$ cat config.mk
export PLATFORM = sky130hd
export DESIGN_NAME = nvs_spi_top
export DESIGN_NICKNAME = d
export VERILOG_FILES = /design/src/nvs_pkg.sv /design/src/nvs_stream_if.sv /design/src/nvs_sync3.sv /design/src/nvs_fifo.sv /design/src/nvs_spi_top.sv
export VERILOG_INCLUDE_DIRS = /design/src
export SDC_FILE = /design/constraint.sdc
export NUM_CORES = 1
export LEC_CHECK = 0
export BUFFER_PORTS_ARGS = -buffer_cell sky130_fd_sc_hd__buf_4
export CAP_MARGIN = 20
export CORE_MARGIN = 5
export CORE_UTILIZATION = 30
export CTS_BUF_LIST = sky130_fd_sc_hd__clkbuf_8
export CTS_CLUSTER_DIAMETER = 150
export DETAILED_ROUTE_END_ITERATION = 16
export PLACE_DENSITY = 0.54
export SKIP_CTS_REPAIR_TIMING = 1
export SLEW_MARGIN = 5
export SYNTH_ARGS = -nofsm -noshare
export SYNTH_HDL_FRONTEND = slang
export SYNTH_SLANG_ARGS = --single-unit
$ cat constraint.sdc
create_clock -name ref_clk -period 4 [get_ports ref_clk]
set_clock_uncertainty 0.05 [all_clocks]
set_input_delay 0.2 -clock ref_clk [delete_from_list [all_inputs] [get_ports ref_clk]]
set_output_delay 0.2 -clock ref_clk [all_outputs]
set_load 0.05 [all_outputs]
$ cat src/nvs_map.svh
`ifndef NVS_MAP_SVH
`define NVS_MAP_SVH
// ============================================================
// opcodes
`define NVS_OP_WR_ENABLE   8'h06
`define NVS_OP_WR_DISABLE  8'h04
`define NVS_OP_STAT_READ   8'h05
`define NVS_OP_STAT_WRITE  8'h01
`define NVS_OP_MEM_READ    8'h03
`define NVS_OP_MEM_WRITE   8'h02
`define NVS_OP_NV_STORE    8'h3C
`define NVS_OP_NV_RECALL   8'h60
`define NVS_OP_AUTOSAVE_ON 8'h59
`define NVS_OP_AUTOSAVE_OFF 8'h19
// ============================================================
// fields and reset values
`define NVS_ADDR_BITS      17
`define NVS_ADDR_BYTES     3
`define NVS_STAT_BUSY_BIT  0
`define NVS_AUTOSAVE_RST   1'b1
`define NVS_FIFO_DEPTH     16
// ============================================================
// timing
`define NVS_REF_CLK_HZ     25000000
`define NVS_SCK_MAX_HZ     30000000
`define NVS_RELOAD_US      20000
`define NVS_RECALL_US      200
`endif

$ cat src/nvs_pkg.sv
// ============================================================
// shared types and opcode decoding
package nvs_pkg;
`include "nvs_map.svh"
    // frame states, one-hot
    typedef enum logic [5:0] {
        ST_IDLE   = 6'b00_0001,
        ST_OPC    = 6'b00_0010,
        ST_ADDR   = 6'b00_0100,
        ST_DATA   = 6'b00_1000,
        ST_STAT   = 6'b01_0000,
        ST_IGNORE = 6'b10_0000
    } nvs_state_t;

    typedef logic [7:0] nvs_byte_t;

    // any opcode the device knows
    function automatic logic nvs_op_valid(input nvs_byte_t op);
        return op inside {`NVS_OP_WR_ENABLE, `NVS_OP_WR_DISABLE, `NVS_OP_STAT_READ,
                          `NVS_OP_STAT_WRITE, `NVS_OP_MEM_READ, `NVS_OP_MEM_WRITE,
                          `NVS_OP_NV_STORE, `NVS_OP_NV_RECALL, `NVS_OP_AUTOSAVE_ON,
                          `NVS_OP_AUTOSAVE_OFF};
    endfunction : nvs_op_valid

    // opcodes that touch the sram array
    function automatic logic nvs_op_mem(input nvs_byte_t op);
        return (op == `NVS_OP_MEM_READ) || (op == `NVS_OP_MEM_WRITE);
    endfunction : nvs_op_mem
endpackage : nvs_pkg

$ cat src/nvs_stream_if.sv
`timescale 1ns/10ps
// ============================================================
// byte stream with valid/ready
interface nvs_stream_if #(parameter int W = 8);
    logic         valid; // word offered
    logic         ready; // word accepted
    logic [W-1:0] data;  // payload
    modport src (output valid, output data, input ready);
    modport snk (input valid, input data, output ready);
endinterface : nvs_stream_if

$ cat src/nvs_sync3.sv
`timescale 1ns/10ps
// ============================================================
// three-stage pin synchroniser with agreement filter
module nvs_sync3 #(
    parameter int              W       = 3,
    parameter logic [W-1:0]    RST_VAL = '0
) (
    input  wire logic         ref_clk,
    input  wire logic         rst_n,
    input  wire logic [W-1:0] pin,
    output logic      [W-1:0] level
);
    logic [W-1:0] s1_r; // metastable stage, read by s2 only
    logic [W-1:0] s2_r;
    logic [W-1:0] s3_r;

    // shift chain
    always_ff @(posedge ref_clk) begin
        if (!rst_n) begin
            s1_r <= RST_VAL;
            s2_r <= RST_VAL;
            s3_r <= RST_VAL;
        end else begin
            s1_r <= pin;
            s2_r <= s1_r;
            s3_r <= s2_r;
        end
    end

    // a bit only moves once stages two and three agree
    for (genvar i = 0; i < W; i++) begin : g_filt
        always_ff @(posedge ref_clk) begin
            if (!rst_n) begin
                level[i] <= RST_VAL[i];
            end else if (s2_r[i] == s3_r[i]) begin
                level[i] <= s3_r[i];
            end
        end
    end
endmodule : nvs_sync3

$ cat src/nvs_fifo.sv
`timescale 1ns/10ps
// ============================================================
// fifo with registered output stage
module nvs_fifo #(
    parameter int W     = 8,
    parameter int DEPTH = 16
) (
    input  wire logic ref_clk,
    input  wire logic rst_n,
    nvs_stream_if.snk fin,
    nvs_stream_if.src fout
);
    localparam int AW = $clog2(DEPTH);
    if (DEPTH < 2 || (1 << AW) != DEPTH) begin : g_chk
        $error("fifo depth must be a power of two, at least 2");
    end

    logic [W-1:0] mem [DEPTH];   // storage
    logic [AW-1:0] wr_ptr_r;     // write index
    logic [AW-1:0] rd_ptr_r;     // read index
    logic [AW:0]   count_r;      // words in array
    logic          push;
    logic          pop;

    assign fin.ready = (count_r != AW'(0) + (AW+1)'(DEPTH)) ? 1'b1 : 1'b0;
    assign push = fin.valid && fin.ready;
    // refill output stage whenever it empties or is taken
    assign pop  = (count_r != '0) && (!fout.valid || fout.ready);

    // array write and pointers
    always_ff @(posedge ref_clk) begin
        if (!rst_n) begin
            wr_ptr_r <= '0;
            rd_ptr_r <= '0;
            count_r  <= '0;
        end else begin
            if (push) begin
                mem[wr_ptr_r] <= fin.data;
                wr_ptr_r      <= wr_ptr_r + AW'(1);
            end
            if (pop) begin
                rd_ptr_r <= rd_ptr_r + AW'(1);
            end
            count_r <= count_r + (AW+1)'(push) - (AW+1)'(pop);
        end
    end

    // output stage
    always_ff @(posedge ref_clk) begin
        if (!rst_n) begin
            fout.valid <= 1'b0;
            fout.data  <= '0;
        end else if (pop) begin
            fout.valid <= 1'b1;
            fout.data  <= mem[rd_ptr_r];
        end else if (fout.ready) begin
            fout.valid <= 1'b0;
        end
    end
endmodule : nvs_fifo

$ cat src/nvs_spi_top.sv
`timescale 1ns/10ps
`include "nvs_map.svh"
// Functional notes
// power-up reload, memory locked until done
// busy pin low during power-up reload
// recall command reloads, locks for recall time
// master waits out recall before memory access (the bench writes during the lock in t_powerup and t_recall)
// autosave off skips power-down store
// autosave on restores power-down store
// autosave setting volatile, kept by store
// autosave enabled out of reset
// power-up reload always happens
// serial clock up to 30 MHz (not reachable with the 25 MHz reference sampling)
// sample rising edge, drive falling edge
// first byte after select is opcode
// one opcode per select period
// deselected: input ignored, output released
// everything shifted msb first
// three address bytes, low 17 bits used
// master sends upper address bits zero (the bench in t_write sends FF in the top address byte)
// bad opcode ignores rest, output released
// clock level at select picks mode
// mode 3 waits for first clock toggle
// master parks clock per mode
// eight-bit status register readable
// recall 60, autosave on 59, off 19
// status bit 0 shows busy
// memory access during recall is ignored
module nvs_spi_top
    import nvs_pkg::*;
#(
    parameter int RELOAD_US = `NVS_RELOAD_US, // power-up reload time
    parameter int RECALL_US = `NVS_RECALL_US, // software recall time
    parameter int FIFO_DEPTH = `NVS_FIFO_DEPTH
) (
    input  wire logic                      ref_clk,
    input  wire logic                      rst_n,
    input  wire logic                      cs_n,
    input  wire logic                      sck,
    input  wire logic                      si,
    output logic                           so,
    output logic                           so_oe_n,
    output logic                           store_busy_pin_o,
    output logic                           store_busy_pin_oe_n,
    input  wire logic                      store_busy_in,
    input  wire logic                      autosave_nv_in,
    input  wire logic                      power_fail,
    output logic                           autosave_en,
    output logic                           store_req,
    output logic                           autostore_req,
    output logic [`NVS_ADDR_BITS-1:0]      mem_addr,
    output logic                           mem_addr_valid,
    output logic                           mem_is_write,
    output nvs_pkg::nvs_byte_t             mem_byte,
    output logic                           mem_byte_valid,
    input  wire logic                      mem_byte_ready,
    output logic                           overrun
);
    import nvs_pkg::*;

    // ============================================================
    // timing
    localparam longint RELOAD_CYC_L =
        (longint'(RELOAD_US) * `NVS_REF_CLK_HZ + 999999) / 1000000;
    localparam longint RECALL_CYC_L =
        (longint'(RECALL_US) * `NVS_REF_CLK_HZ + 999999) / 1000000;
    localparam logic [23:0] RELOAD_CYC = 24'(RELOAD_CYC_L);
    localparam logic [23:0] RECALL_CYC = 24'(RECALL_CYC_L);
    // sampling needs several ref clocks per serial bit, so the full
    // serial rate is not reachable at this reference rate
    if (RELOAD_CYC_L < 1 || RELOAD_CYC_L > 24'hFF_FFFF ||
        RECALL_CYC_L < 1 || RECALL_CYC_L > 24'hFF_FFFF) begin : g_chk
        $error("recall times do not fit the 24-bit timer");
    end

    // ============================================================
    // pin sampling
    logic cs_s;    // filtered chip select, low active
    logic sck_s;   // filtered serial clock
    logic si_s;    // filtered serial input
    logic cs_d_r;  // previous levels for edge finding
    logic sck_d_r;

    nvs_sync3 #(.W(3), .RST_VAL(3'b100)) u_sync (
        .ref_clk (ref_clk),
        .rst_n   (rst_n),
        .pin     ({cs_n, sck, si}),
        .level   ({cs_s, sck_s, si_s})
    );

    // edge history; cs resets high so a real falling edge is needed
    always_ff @(posedge ref_clk) begin
        if (!rst_n) begin
            cs_d_r  <= 1'b1;
            sck_d_r <= 1'b0;
        end else begin
            cs_d_r  <= cs_s;
            sck_d_r <= sck_s;
        end
    end

    logic cs_fall;
    logic sck_rise;
    logic sck_fall;
    assign cs_fall  = !cs_s && cs_d_r;
    assign sck_rise = sck_s && !sck_d_r;
    assign sck_fall = !sck_s && sck_d_r;

    // ============================================================
    // recall timer and busy
    logic        recall_busy_r; // reload in progress
    logic        powerup_r;     // current reload is the power-up one
    logic [23:0] rcl_cnt_r;     // cycles left
    logic        recall_go;     // recall command accepted
    logic        pu_end;        // power-up reload finishing
    logic        busy_any;

    assign busy_any = recall_busy_r || store_busy_in;
    assign pu_end   = recall_busy_r && powerup_r && (rcl_cnt_r == 24'h00_0000);

    // reset is power-up: reload always starts here
    always_ff @(posedge ref_clk) begin
        if (!rst_n) begin
            recall_busy_r <= 1'b1;
            powerup_r     <= 1'b1;
            rcl_cnt_r     <= RELOAD_CYC - 24'h00_0001;
        end else if (recall_busy_r) begin
            if (rcl_cnt_r == 24'h00_0000) begin
                recall_busy_r <= 1'b0;
                powerup_r     <= 1'b0;
            end else begin
                rcl_cnt_r <= rcl_cnt_r - 24'h00_0001;
            end
        end else if (recall_go) begin
            // software recall holds the lock for its full time
            recall_busy_r <= 1'b1;
            rcl_cnt_r     <= RECALL_CYC - 24'h00_0001;
        end
    end

    // open-drain busy pin, pulled low while busy
    always_ff @(posedge ref_clk) begin
        if (!rst_n) begin
            store_busy_pin_o    <= 1'b0;
            store_busy_pin_oe_n <= 1'b1;
        end else begin
            store_busy_pin_o    <= 1'b0;
            store_busy_pin_oe_n <= !busy_any;
        end
    end

    // ============================================================
    // frame engine
    nvs_state_t state_r;
    logic       mode3_r;   // clock idled high at select
    logic       armed_r;   // rising edges count from here on
    logic [2:0] bit_cnt_r;
    nvs_byte_t  shift_r;
    nvs_byte_t  rx_byte;
    logic       byte_done;
    logic [1:0] addr_cnt_r;
    logic [23:0] addr_sh_r;
    logic       rise_ok;
    logic       opc_done;
    logic       data_byte;

    // deselected: no rising edge is sampled
    assign rise_ok   = sck_rise && armed_r && !cs_s && (state_r != ST_IDLE);
    assign byte_done = rise_ok && (bit_cnt_r == 3'd7);
    // msb arrives first, so shift left
    assign rx_byte   = {shift_r[6:0], si_s};
    assign opc_done  = byte_done && (state_r == ST_OPC);
    assign data_byte = byte_done && (state_r == ST_DATA) && mem_is_write;
    assign recall_go = opc_done && (rx_byte == `NVS_OP_NV_RECALL) && !busy_any;

    // mode select and arming
    always_ff @(posedge ref_clk) begin
        if (!rst_n) begin
            mode3_r <= 1'b0;
            armed_r <= 1'b0;
        end else if (cs_fall) begin
            mode3_r <= sck_s;
            armed_r <= !sck_s;
        end else if (sck_fall) begin
            armed_r <= 1'b1;   // mode 3 counts rises only after first toggle
        end
    end

    // bit shifter
    always_ff @(posedge ref_clk) begin
        if (!rst_n || cs_fall) begin
            bit_cnt_r <= 3'd0;
            shift_r   <= 8'h00;
        end else if (rise_ok) begin
            bit_cnt_r <= bit_cnt_r + 3'd1;
            shift_r   <= rx_byte;
        end
    end

    // state sequencing; only a select edge starts an opcode
    always_ff @(posedge ref_clk) begin
        if (!rst_n) begin
            state_r <= ST_IDLE;
        end else if (cs_s) begin
            state_r <= ST_IDLE;
        end else if (cs_fall) begin
            state_r <= ST_OPC;
        end else if (byte_done) begin
            unique case (state_r)
                ST_OPC: begin
                    if (!nvs_op_valid(rx_byte)) begin
                        state_r <= ST_IGNORE;
                    end else if (nvs_op_mem(rx_byte)) begin
                        // memory locked while reloading
                        state_r <= busy_any ? ST_IGNORE : ST_ADDR;
                    end else if (rx_byte == `NVS_OP_STAT_READ) begin
                        state_r <= ST_STAT;
                    end else begin
                        state_r <= ST_IGNORE;
                    end
                end
                ST_ADDR: begin
                    if (addr_cnt_r == 2'(`NVS_ADDR_BYTES - 1)) begin
                        state_r <= ST_DATA;
                    end
                end
                ST_IDLE, ST_DATA, ST_STAT, ST_IGNORE: begin
                    state_r <= state_r;
                end
            endcase
        end
    end

    // address collection, upper seven bits dropped
    always_ff @(posedge ref_clk) begin
        if (!rst_n) begin
            addr_cnt_r     <= 2'd0;
            addr_sh_r      <= 24'h00_0000;
            mem_addr       <= '0;
            mem_addr_valid <= 1'b0;
            mem_is_write   <= 1'b0;
        end else begin
            mem_addr_valid <= 1'b0;
            if (opc_done) begin
                addr_cnt_r   <= 2'd0;
                mem_is_write <= (rx_byte == `NVS_OP_MEM_WRITE);
            end else if (byte_done && state_r == ST_ADDR) begin
                addr_cnt_r <= addr_cnt_r + 2'd1;
                addr_sh_r  <= {addr_sh_r[15:0], rx_byte};
                if (addr_cnt_r == 2'(`NVS_ADDR_BYTES - 1)) begin
                    mem_addr       <= {addr_sh_r[`NVS_ADDR_BITS-9:0], rx_byte};
                    mem_addr_valid <= 1'b1;
                end
            end
        end
    end

    // ============================================================
    // serial output: status byte, changes on falling edges
    nvs_byte_t tx_r;
    nvs_byte_t stat_byte;
    always_comb begin
        stat_byte = 8'h00;
        stat_byte[`NVS_STAT_BUSY_BIT] = busy_any;
    end

    // released unless reading status while selected
    always_ff @(posedge ref_clk) begin
        if (!rst_n) begin
            so      <= 1'b0;
            so_oe_n <= 1'b1;
            tx_r    <= 8'h00;
        end else if (opc_done && rx_byte == `NVS_OP_STAT_READ) begin
            tx_r <= stat_byte;
        end else if (cs_s || state_r != ST_STAT) begin
            so_oe_n <= 1'b1;
        end else if (sck_fall) begin
            so      <= tx_r[7];
            so_oe_n <= 1'b0;
            // repeated reads roll around the same byte
            tx_r    <= {tx_r[6:0], tx_r[7]};
        end
    end

    // ============================================================
    // autosave setting and store requests
    logic pf_d_r; // previous power_fail
    always_ff @(posedge ref_clk) begin
        if (!rst_n) begin
            autosave_en   <= `NVS_AUTOSAVE_RST;
            pf_d_r        <= 1'b0;
            store_req     <= 1'b0;
            autostore_req <= 1'b0;
        end else begin
            pf_d_r    <= power_fail;
            store_req <= opc_done && (rx_byte == `NVS_OP_NV_STORE) && !busy_any;
            // power-down store only while enabled
            autostore_req <= power_fail && !pf_d_r && autosave_en;
            if (pu_end) begin
                autosave_en <= autosave_nv_in; // stored copy after power-up reload
            end else if (opc_done && rx_byte == `NVS_OP_AUTOSAVE_ON) begin
                autosave_en <= 1'b1;
            end else if (opc_done && rx_byte == `NVS_OP_AUTOSAVE_OFF) begin
                autosave_en <= 1'b0;
            end
        end
    end

    // ============================================================
    // write data into the fifo; serial side cannot stall, so a
    // byte that finds no room is dropped and flagged
    nvs_stream_if #(.W(8)) fin ();
    nvs_stream_if #(.W(8)) fout ();

    always_ff @(posedge ref_clk) begin
        if (!rst_n) begin
            fin.valid <= 1'b0;
            fin.data  <= 8'h00;
            overrun   <= 1'b0;
        end else begin
            if (fin.valid && fin.ready) begin
                fin.valid <= 1'b0;
            end
            if (cs_fall) begin
                overrun <= 1'b0;
            end
            if (data_byte) begin
                if (!fin.valid || fin.ready) begin
                    fin.valid <= 1'b1;
                    fin.data  <= rx_byte;
                end else begin
                    overrun <= 1'b1; // set wins over the clear
                end
            end
        end
    end

    nvs_fifo #(.W(8), .DEPTH(FIFO_DEPTH)) u_fifo (
        .ref_clk (ref_clk),
        .rst_n   (rst_n),
        .fin     (fin),
        .fout    (fout)
    );

    assign fout.ready     = mem_byte_ready;
    assign mem_byte       = fout.data;
    assign mem_byte_valid = fout.valid;
endmodule : nvs_spi_top

==> results of run 1 <==
==> power by group through the flow <==
stage / logic (mW) / registers, mW / clock network, mW
6_report: 1.09 / 3.01 / 2.47
5_1_grt: 1.18 / 3.03 / 2.68
4_1_cts: 1.11 / 3.02 / 2.54
3_5_place_dp: 1.10 / 3.08 / 0
3_3_place_gp: 1.09 / 3.08 / 0
2_1_floorplan: 0.740 / 3.12 / 0
==> cell usage in the layout, fill, tap and decap left out, drive strengths merged, types with 7 or more instances in the layout <==
cell type    synthesis  layout
dfxtp              134     134
edfxtp             128     128
nor2                90      90
nand2               77      77
buf                  8      61
mux2i               56      56
clkbuf              42      52
inv                 21      37
mux4                32      32
a21oi               22      22
xor2                21      21
o21ai               21      21
ha                  16      16
nor2b               13      13
nand3               13      13
nor3                13      13
nand4               12      12
and2                10      10
xnor2               10      10
a211oi               9       9
o211ai               9       9
nand2b               8       8
a2111oi              8       8
dlygate4sd3          0       8
nor4                 7       7
==> kinds of logic (layout without fill, tap and decap cells) <==
group	after synthesis	after routing	synth area share (%)
fa+ha+maj	17	17	2.09
simple gates	280	280	13.1
buf+inv	71	166	2.65
flops	262	262	61.9
other cells	1	1	0.0356
mux	88	88	12.2
compound gates	89	89	5.52
xor+xnor	31	31	2.58
==> routing by layer <==
layer | vias up | global-route usage, % | part of all wire (%)
met5 | - | 0 | 0
met2 | 111 | 18.5 | 45
met1 | 3228 | 16.3 | 49
met3 | 43 | 2.42 | 4.6
li1 | 3190 | - | -
met4 | 0 | 3.36 | 1.9
==> path summary, 6_finish.rpt <==
kind	start	endpoint	slack [ns]	cells past startpoint
worst max register to register	u_sync.level[2]	mem_addr[16]	1.10	6
worst max-delay path	u_sync.level[2]	mem_addr[16]	1.10	6
worst min register to register	u_sync.s1_r[0]	u_sync.s2_r[0]	0.39	1
worst min-delay path	cs_n	u_sync.s1_r[2]	0.34	3
==> metrics by stage <==
stage               setup WS, ns  hold slack (ns)  std cells  util (%)  area, sq um
floorplan                   1.24            0.250        839         -        10500
finish                      1.10            0.341       1389      35.7        12400
CTS                         1.07           -0.237       1381      35.5        12300
detailed placement          1.10            0.348       1305      32.8        11400
global placement            1.15            0.341       1305      32.8        11400
global route               0.847            0.333       1389      35.7        12400
==> final cells by class <==
type / count / area, sq um / share of cell area (%)
Multi-Input combinational cell: 506 / 3730 / 30.2
Clock inverter: 24 / 200 / 1.62
Tap cell: 455 / 569 / 4.60
Inverter: 21 / 78.8 / 0.638
Clock buffer: 52 / 716 / 5.79
Sequential cell: 262 / 6530 / 52.8
Timing Repair Buffer: 69 / 538 / 4.35
==> worst max-delay path, stage by stage, from the launching register on <==
cell      delay (ns)
dfxtp_1         0.36
nor4bb_1        0.49
a21boi_1        0.22
buf_4           0.25
and3_1          0.44
nand2_1         0.63
mux2i_1         0.34
==> flip-flops by register name, summed over array words and instances, names as in the netlist, 2 cells and up <==
| register | flops |
|---|---|
| addr_cnt_r | 2 |
| addr_sh_r | 9 |
| bit_cnt_r | 3 |
| fin.data | 8 |
| mem_addr | 17 |
| rcl_cnt_r | 24 |
| shift_r | 7 |
| state_r | 6 |
| tx_r | 8 |
| u_fifo.count_r | 5 |
| u_fifo.fout.data | 8 |
| u_fifo.mem | 128 |
| u_fifo.rd_ptr_r | 4 |
| u_fifo.wr_ptr_r | 4 |
| u_sync.level | 3 |
| u_sync.s1_r | 3 |
| u_sync.s2_r | 3 |
| u_sync.s3_r | 3 |
==> results.py, run 1 <==
metrics = {
    "hold_path": {
        "hold_class": "primary input to register",
    },
    "power": {
        "powerDensity_mw_per_mm2": 531,
        "combPwrFrac_pct": 16.5,
        "p_switching_mw": 1.75,
        "internal_power_mw": 4.82,
        "finalPower_mw": 6.57,
        "p_seq_share_pct": 45.9,
        "leakage_nw": 4.49,
        "clkPwrFrac_pct": 37.6,
        "ir_worst_vdd_uv": 341,
        "swShare_pct": 26.7,
    },
    "yosys": {
        "yosys-top-cells-count": "dfxtp_1 (134), edfxtp_1 (128), nor2_1 (90)",
        "syn_inst": 839,
        "synth_area_leaders": "edfxtp_1 (36%), dfxtp_1 (25%), mux4_2 (6.8%)",
        "synth_area_sq_mm": 0.0105,
        "seq_area_frac_synth_pct": 61.9,
        "yosys.cell_count.top_type": "dfxtp_1",
        "synth.distinct_cells": 57,
        "synth_top_area_share_pct": 36.5,
        "synth-main-ff-cell": "dfxtp_1",
        "synth_top_cell_by_area": "edfxtp_1",
        "yosys_warnings": 0,
        "syn-num-nets": 865,
        "ys_ff_latch": 262,
        "async_flop_share_pct": 0,
        "synth_edf_count": 128,
        "synth.avg_cell_area_sq_um": 12.6,
    },
    "grt": {
        "track_usage_pct": 11.7,
        "antenna_found_initial": 0,
        "grt-ovfl-total": 0,
        "grt_pass1_wl_mm": 36.5,
        "grt_max_degree": 49,
        "grt_pass1_vias": 6582,
    },
    "critical_path": {
        "critPathMaxFanout": 17,
        "critical_path_class": "register to register",
        "cp-end-kind": "register",
        "crit_path_start_kind": "register",
        "arrival_ns": 3.30,
        "required_ns": 4.40,
    },
    "drt": {
        "dr.pass1.iters": 4,
        "wl_per_cell_um": 16.6,
        "totalWireLength_mm": 23.0,
        "drt_iter0_markers": 385,
        "postRouteAntennaNets": 0,
        "vias_per_cell": 4.73,
        "drc": 0,
        "vias": 6572,
    },
    "clock_tree": {
        "clk_latency_ns": 0.54,
        "clk_path_buf_depth": 3,
        "cts_tree": "done",
        "path_clk_slew_ns": 0.07,
        "cts-htree-levels": 2,
        "clockRootBuffer": "clkbuf_8",
        "cts_sinks": 262,
        "cts_buffers": 42,
    },
    "finish": {
        "insertedDiodeCount": 0,
        "drive_gt1_share_pct": 16.8,
        "area_growth_pct": 17.3,
        "final.fill_count": 3387,
        "nNetsFinal": 928,
    },
    "timing": {
        "max_freq_mhz": 345,
        "worst_pin_slew_ns": 0.903,
        "finalHoldViolCount": 0,
        "slew_headroom_pct": 39.0,
        "final.min_clock_period_ns": 2.90,
        "final.setup.tns_ns": 0,
        "setup_viol": 0,
        "rsz0062_at_grt": "false",
        "fin_crit_sh_pct": 72.5,
        "drv_slew": 0,
    },
    "status": {
        "status": "completed",
    },
    "floorplanning": {
        "row_count": 68,
        "core_sq_mm": 0.0346,
        "die_w_um": 197,
        "die_y_um": 197,
        "die_area_sq_mm": 0.0390,
        "io_pins": 45,
        "start_util_pct": 30.4,
    },
    "placement": {
        "portBuffers": 43,
        "place.gp.congestion": 0.785,
        "hpwl_mm": 14.6,
    },
    "flow_run": {
        "max_cap_viol_count": 0,
    },
}
No activity file was read; power rests on OpenSTA's default activity.
==> run 2: changes to the inputs <==
- clock period: 4 -> 2.9 ns (I/O delays scaled with it)
==> run 2 against run 1 <==
Compared with the run above:
- wire length decreased by 0.79%
- critical endpoint is now u_fifo.count_r[4]
- die area is the same
- critical path type unchanged
- non-clock buffer count is 24 higher
- final area increased by 1.7%
- largest power group unchanged
- final cell count is 2.1% higher
==> results.py, run 2 (synthesis gave the netlist of run 1 again) <==
metrics = {
    "flow_run": {
        "max_cap_viol_count": 0,
    },
    "power": {
        "ir_worst_vdd_uv": 432,
        "powerDensity_mw_per_mm2": 726,
        "leakage_nw": 4.60,
    },
    "clock_tree": {
        "path_clk_slew_ns": 0.06,
        "cts_sinks": 262,
        "cts_tree": "done",
        "clockRootBuffer": "clkbuf_8",
        "cts-htree-levels": 2,
        "clk_latency_ns": 0.55,
        "clk_path_buf_depth": 3,
        "cts_buffers": 44,
    },
    "placement": {
        "placed_cells": 1328,
        "hpwl_mm": 14.6,
        "dp_slack_ns": 0.286,
        "placed_area_sq_mm": 0.0115,
        "portBuffers": 43,
        "place.gp.congestion": 0.773,
    },
    "drt": {
        "totalWireLength_mm": 22.8,
        "wl_per_cell_um": 16.1,
        "drt_iter0_markers": 319,
        "vias": 6612,
        "postRouteAntennaNets": 0,
        "drc": 0,
        "vias_per_cell": 4.66,
        "dr.pass1.iters": 4,
    },
    "timing": {
        "final.setup.tns_ns": 0,
        "max_freq_mhz": 377,
        "final.min_clock_period_ns": 2.65,
        "worst_pin_slew_ns": 0.726,
        "drv_slew": 0,
        "setup_viol": 0,
        "setup_ws_ns": 0.246,
        "slew_headroom_pct": 51.5,
        "fin_crit_sh_pct": 91.5,
        "rsz0062_at_grt": "false",
        "finalHoldViolCount": 0,
    },
    "critical_path": {
        "reg2regPathDepth": 14,
        "r2r_setup_slack_ns": 0.25,
        "cp_common_cell": "inv_1",
        "arrival_ns": 3.08,
        "crit_path_start_kind": "register",
        "critPathMaxFanout": 2,
        "crit_slowest_cell": "nor4b_1",
        "crit_chain": "inv_1 > ha_1 > nor4b_1 > nor2b_1 > ha_1 > inv_1 > ha_1 > inv_1 > fa_1 > inv_1 > a21oi_1 > nor2_1 > or3_1 > a21oi_1",
        "worst-path-stages": 14,
        "slowest_delay_ns": 0.34,
        "endpoint": "u_fifo.count_r[4]",
        "required_ns": 3.33,
        "critPathLaunch": "u_fifo.count_r[3]",
        "crit_family": "simple AND/OR/NAND/NOR gates",
        "worstReg2RegStart": "u_fifo.count_r[3]",
        "path_buf_inv": 4,
        "cp-end-kind": "register",
        "critical_path_class": "register to register",
        "r2r-end": "u_fifo.count_r[4]",
    },
    "finish": {
        "postLayoutCellArea_sq_mm": 0.0126,
        "multiInputGateArea_sq_mm": 0.00373,
        "final.fill_count": 3365,
        "fin_util_pct": 36.3,
        "largest_reg_flops": 128,
        "nNetsFinal": 954,
        "register_area_sq_mm": 0.00653,
        "area_growth_pct": 19.3,
        "fin_cells": 1418,
        "final_cell_mix": "dfxtp_1 (133), edfxtp_1 (128), nor2_1 (90), buf_4 (84), nand2_1 (77)",
        "final_common_cell": "dfxtp_1",
        "drive_gt1_share_pct": 19.8,
        "top_register": "u_fifo.mem",
        "insertedDiodeCount": 0,
        "top_regs": "u_fifo.mem (128), rcl_cnt_r (24), mem_addr (17)",
    },
    "floorplanning": {
        "row_count": 68,
        "die_y_um": 197,
        "start_util_pct": 30.4,
        "die_area_sq_mm": 0.0390,
        "io_pins": 45,
        "core_sq_mm": 0.0346,
        "die_w_um": 197,
    },
    "grt": {
        "grt_pass1_wl_mm": 37.2,
        "grt_max_degree": 49,
        "grt_pass1_vias": 6825,
        "track_usage_pct": 11.7,
        "antenna_found_initial": 0,
        "grt-ovfl-total": 0,
    },
    "status": {
        "status": "completed",
    },
    "hold_path": {
        "hold_class": "primary input to register",
    },
}
[run 2: through the flow]
step / power [mW] / hold slack [ns]
after CTS: 9.28 / -0.312
final: 9.13 / 0.289
after detailed placement: 5.77 / 0.290
after global placement: 5.77 / 0.291
after global routing: 9.61 / 0.258
after floorplan: 5.33 / 0.195
[run 2: worst min-delay path by stage]
stage | start | cells past startpoint | endpoint | slack, ns
2_1_floorplan | store_busy_in | 1 | store_busy_pin_oe_n | 0.20
3_3_place_gp | cs_n | 2 | u_sync.s1_r[2] | 0.29
3_5_place_dp | cs_n | 2 | u_sync.s1_r[2] | 0.29
4_1_cts | cs_n | 2 | u_sync.s1_r[2] | -0.31
5_1_grt | si | 3 | u_sync.s1_r[0] | 0.26
6_report | si | 3 | u_sync.s1_r[0] | 0.29
[run 2: worst min-delay path, cell delays in order]
cell and delay (ns):
dlygate4sd3_1 0.52, buf_4 0.09, and2_1 0.10
[run 2: where the power goes]
part	switching (mW)	total [mW]	internal, mW
clock	1.50	3.46	1.96
sequential	0.118	4.08	3.96
combinational	0.854	1.58	0.729
total	2.48	9.13	6.65
[run 2: final cells by class]
type / count / share of cell area (%)
Sequential cell: 262 / 51.9
Timing Repair Buffer: 93 / 5.73
Multi-Input combinational cell: 506 / 29.7
Clock buffer: 50 / 5.47
Clock inverter: 31 / 2.03
Inverter: 21 / 0.627
Tap cell: 455 / 4.53
[run 2: layer usage]
| layer | up-vias | GRT usage, % | share of wire (%) |
|---|---|---|---|
| met3 | 36 | 2.52 | 4.9 |
| met4 | 0 | 2.95 | 1.7 |
| met5 | - | 0 | 0 |
| li1 | 3236 | - | - |
| met2 | 134 | 18.7 | 46 |
| met1 | 3206 | 16.4 | 48 |
==> run 3: changes to the inputs <==
- RECOVER_POWER: default -> 100
==> run 3 against run 2 <==
Compared with the run above:
- maximum frequency fell by 0.48%
- flip-flop and latch count did not move
- register-to-register slack barely moved
- final cell count did not move
- first-iteration DRC count fell by 3.4%
- clock-buffer cell count did not move
- utilization fell by 0.63 points
- sequential power barely moved
- non-clock buffer count did not move
- critical path depth did not move
- die area did not move
- wire length fell by 0.33%
- largest cell class unchanged
- highest routed layer unchanged
==> results.py, run 3 (synthesis gave the netlist of run 1 again) <==
metrics = {
    "timing": {
        "drv_slew": 0,
        "slew_headroom_pct": 17.7,
        "final.setup.tns_ns": 0,
        "max_freq_mhz": 375,
        "final.min_clock_period_ns": 2.67,
        "rsz0062_at_grt": "false",
        "setup_ws_ns": 0.233,
        "worst_pin_slew_ns": 1.23,
        "finalHoldViolCount": 0,
        "setup_viol": 0,
        "fin_crit_sh_pct": 92.0,
    },
    "grt": {
        "track_usage_pct": 11.7,
        "grt_pass1_vias": 6825,
        "grt-ovfl-total": 0,
        "antenna_found_initial": 0,
        "grt_max_degree": 49,
        "grt_pass1_wl_mm": 37.2,
    },
    "finish": {
        "insertedDiodeCount": 0,
        "drive_gt1_share_pct": 14.2,
        "fin_cells": 1418,
        "area_growth_pct": 17.2,
        "largest_reg_flops": 128,
        "nNetsFinal": 954,
        "postLayoutCellArea_sq_mm": 0.0124,
        "top_register": "u_fifo.mem",
        "final_common_cell": "dfxtp_1",
        "final_cell_mix": "dfxtp_1 (133), edfxtp_1 (128), nor2_1 (90), nand2_1 (77), mux2i_1 (56)",
        "top_regs": "u_fifo.mem (128), rcl_cnt_r (24), mem_addr (17)",
        "final.fill_count": 3413,
        "fin_util_pct": 35.7,
    },
    "drt": {
        "drc": 0,
        "drt_iter0_markers": 308,
        "dr.pass1.iters": 5,
        "wl_per_cell_um": 16.0,
        "vias": 6606,
        "postRouteAntennaNets": 0,
        "vias_per_cell": 4.66,
        "totalWireLength_mm": 22.7,
    },
    "flow_run": {
        "max_cap_viol_count": 0,
    },
    "placement": {
        "portBuffers": 43,
        "placed_cells": 1328,
        "placed_area_sq_mm": 0.0115,
        "dp_slack_ns": 0.286,
        "place.gp.congestion": 0.773,
        "hpwl_mm": 14.6,
    },
    "critical_path": {
        "arrival_ns": 3.08,
        "critical_path_class": "register to register",
        "crit_slowest_cell": "nor4b_1",
        "cp-end-kind": "register",
        "crit_path_start_kind": "register",
        "crit_chain": "inv_1 > ha_1 > nor4b_1 > nor2b_1 > ha_1 > inv_1 > ha_1 > inv_1 > fa_1 > inv_1 > a21oi_1 > nor2_1 > or3_1 > a21oi_1",
        "critPathMaxFanout": 2,
        "cp_common_cell": "inv_1",
        "slowest_delay_ns": 0.34,
        "required_ns": 3.31,
    },
    "floorplanning": {
        "row_count": 68,
        "die_area_sq_mm": 0.0390,
        "core_sq_mm": 0.0346,
        "start_util_pct": 30.4,
        "die_y_um": 197,
        "io_pins": 45,
        "die_w_um": 197,
    },
    "clock_tree": {
        "cts_tree": "done",
        "clk_path_buf_depth": 3,
        "cts_buffers": 44,
        "cts_sinks": 262,
        "clk_latency_ns": 0.55,
        "cts-htree-levels": 2,
        "path_clk_slew_ns": 0.06,
        "clockRootBuffer": "clkbuf_8",
    },
    "status": {
        "status": "completed",
    },
    "hold_path": {
        "hold_class": "primary input to register",
    },
    "power": {
        "ir_worst_vdd_uv": 383,
        "powerDensity_mw_per_mm2": 734,
        "leakage_nw": 4.37,
    },
}
==> run 3: worst paths after layout <==
| check | start | end | slack (ns) | depth (start not counted) |
|---|---|---|---|---|
| setup / recovery | u_fifo.count_r[3] | u_fifo.count_r[4] | 0.23 | 14 |
| hold / removal | si | u_sync.s1_r[0] | 0.29 | 3 |
| setup reg to reg | u_fifo.count_r[3] | u_fifo.count_r[4] | 0.23 | 14 |
| hold reg to reg | u_sync.s1_r[1] | u_sync.s2_r[1] | 0.38 | 1 |
==> run 3: worst max-delay path, delay by kind of cell, from the launching register on <==
kind                     cells  cell delay, ns
flip-flops                   1            0.32
AO/OA/AOI/OAI                2            0.26
AND/OR/NAND/NOR              4            0.86
buffers and inverters        4            0.25
adder cells (fa/ha/maj)      4            0.85
==> run 3: report_power, final <==
part / internal, mW / total, mW / leakage (nW) / switching, mW
Clock: 1.96 / 3.46 / 0.511 / 1.50
Sequential: 3.96 / 4.08 / 2.27 / 0.115
Combinational: 0.672 / 1.53 / 1.59 / 0.854
==> run 3: cell type report <==
type                    count  area, sq um  area share [%]
repair buffers             93          507            4.10
well taps                 455          569            4.61
clock buffers              50          688            5.57
clock inverters            31          255            2.07
inverters                  21         78.8           0.638
multi-input cells         506         3730            30.2
flip-flops and latches    262         6530            52.8
==> run 3: routing by layer <==
layer / routed length [um] / up-vias / track usage (%)
met3: 1110 / 31 / 2.52
li1: - / 3235 / -
met4: 342 / 0 / 2.95
met2: 10400 / 140 / 18.7
met1: 10900 / 3200 / 16.4
met5: 0 / - / 0
==> run 3: through the flow <==
step                hold slack, ns  total power, mW
floorplan                    0.195             5.33
global placement             0.291             5.77
detailed placement           0.290             5.77
CTS                         -0.312             9.28
global route                 0.258             9.55
finish                       0.292             9.07
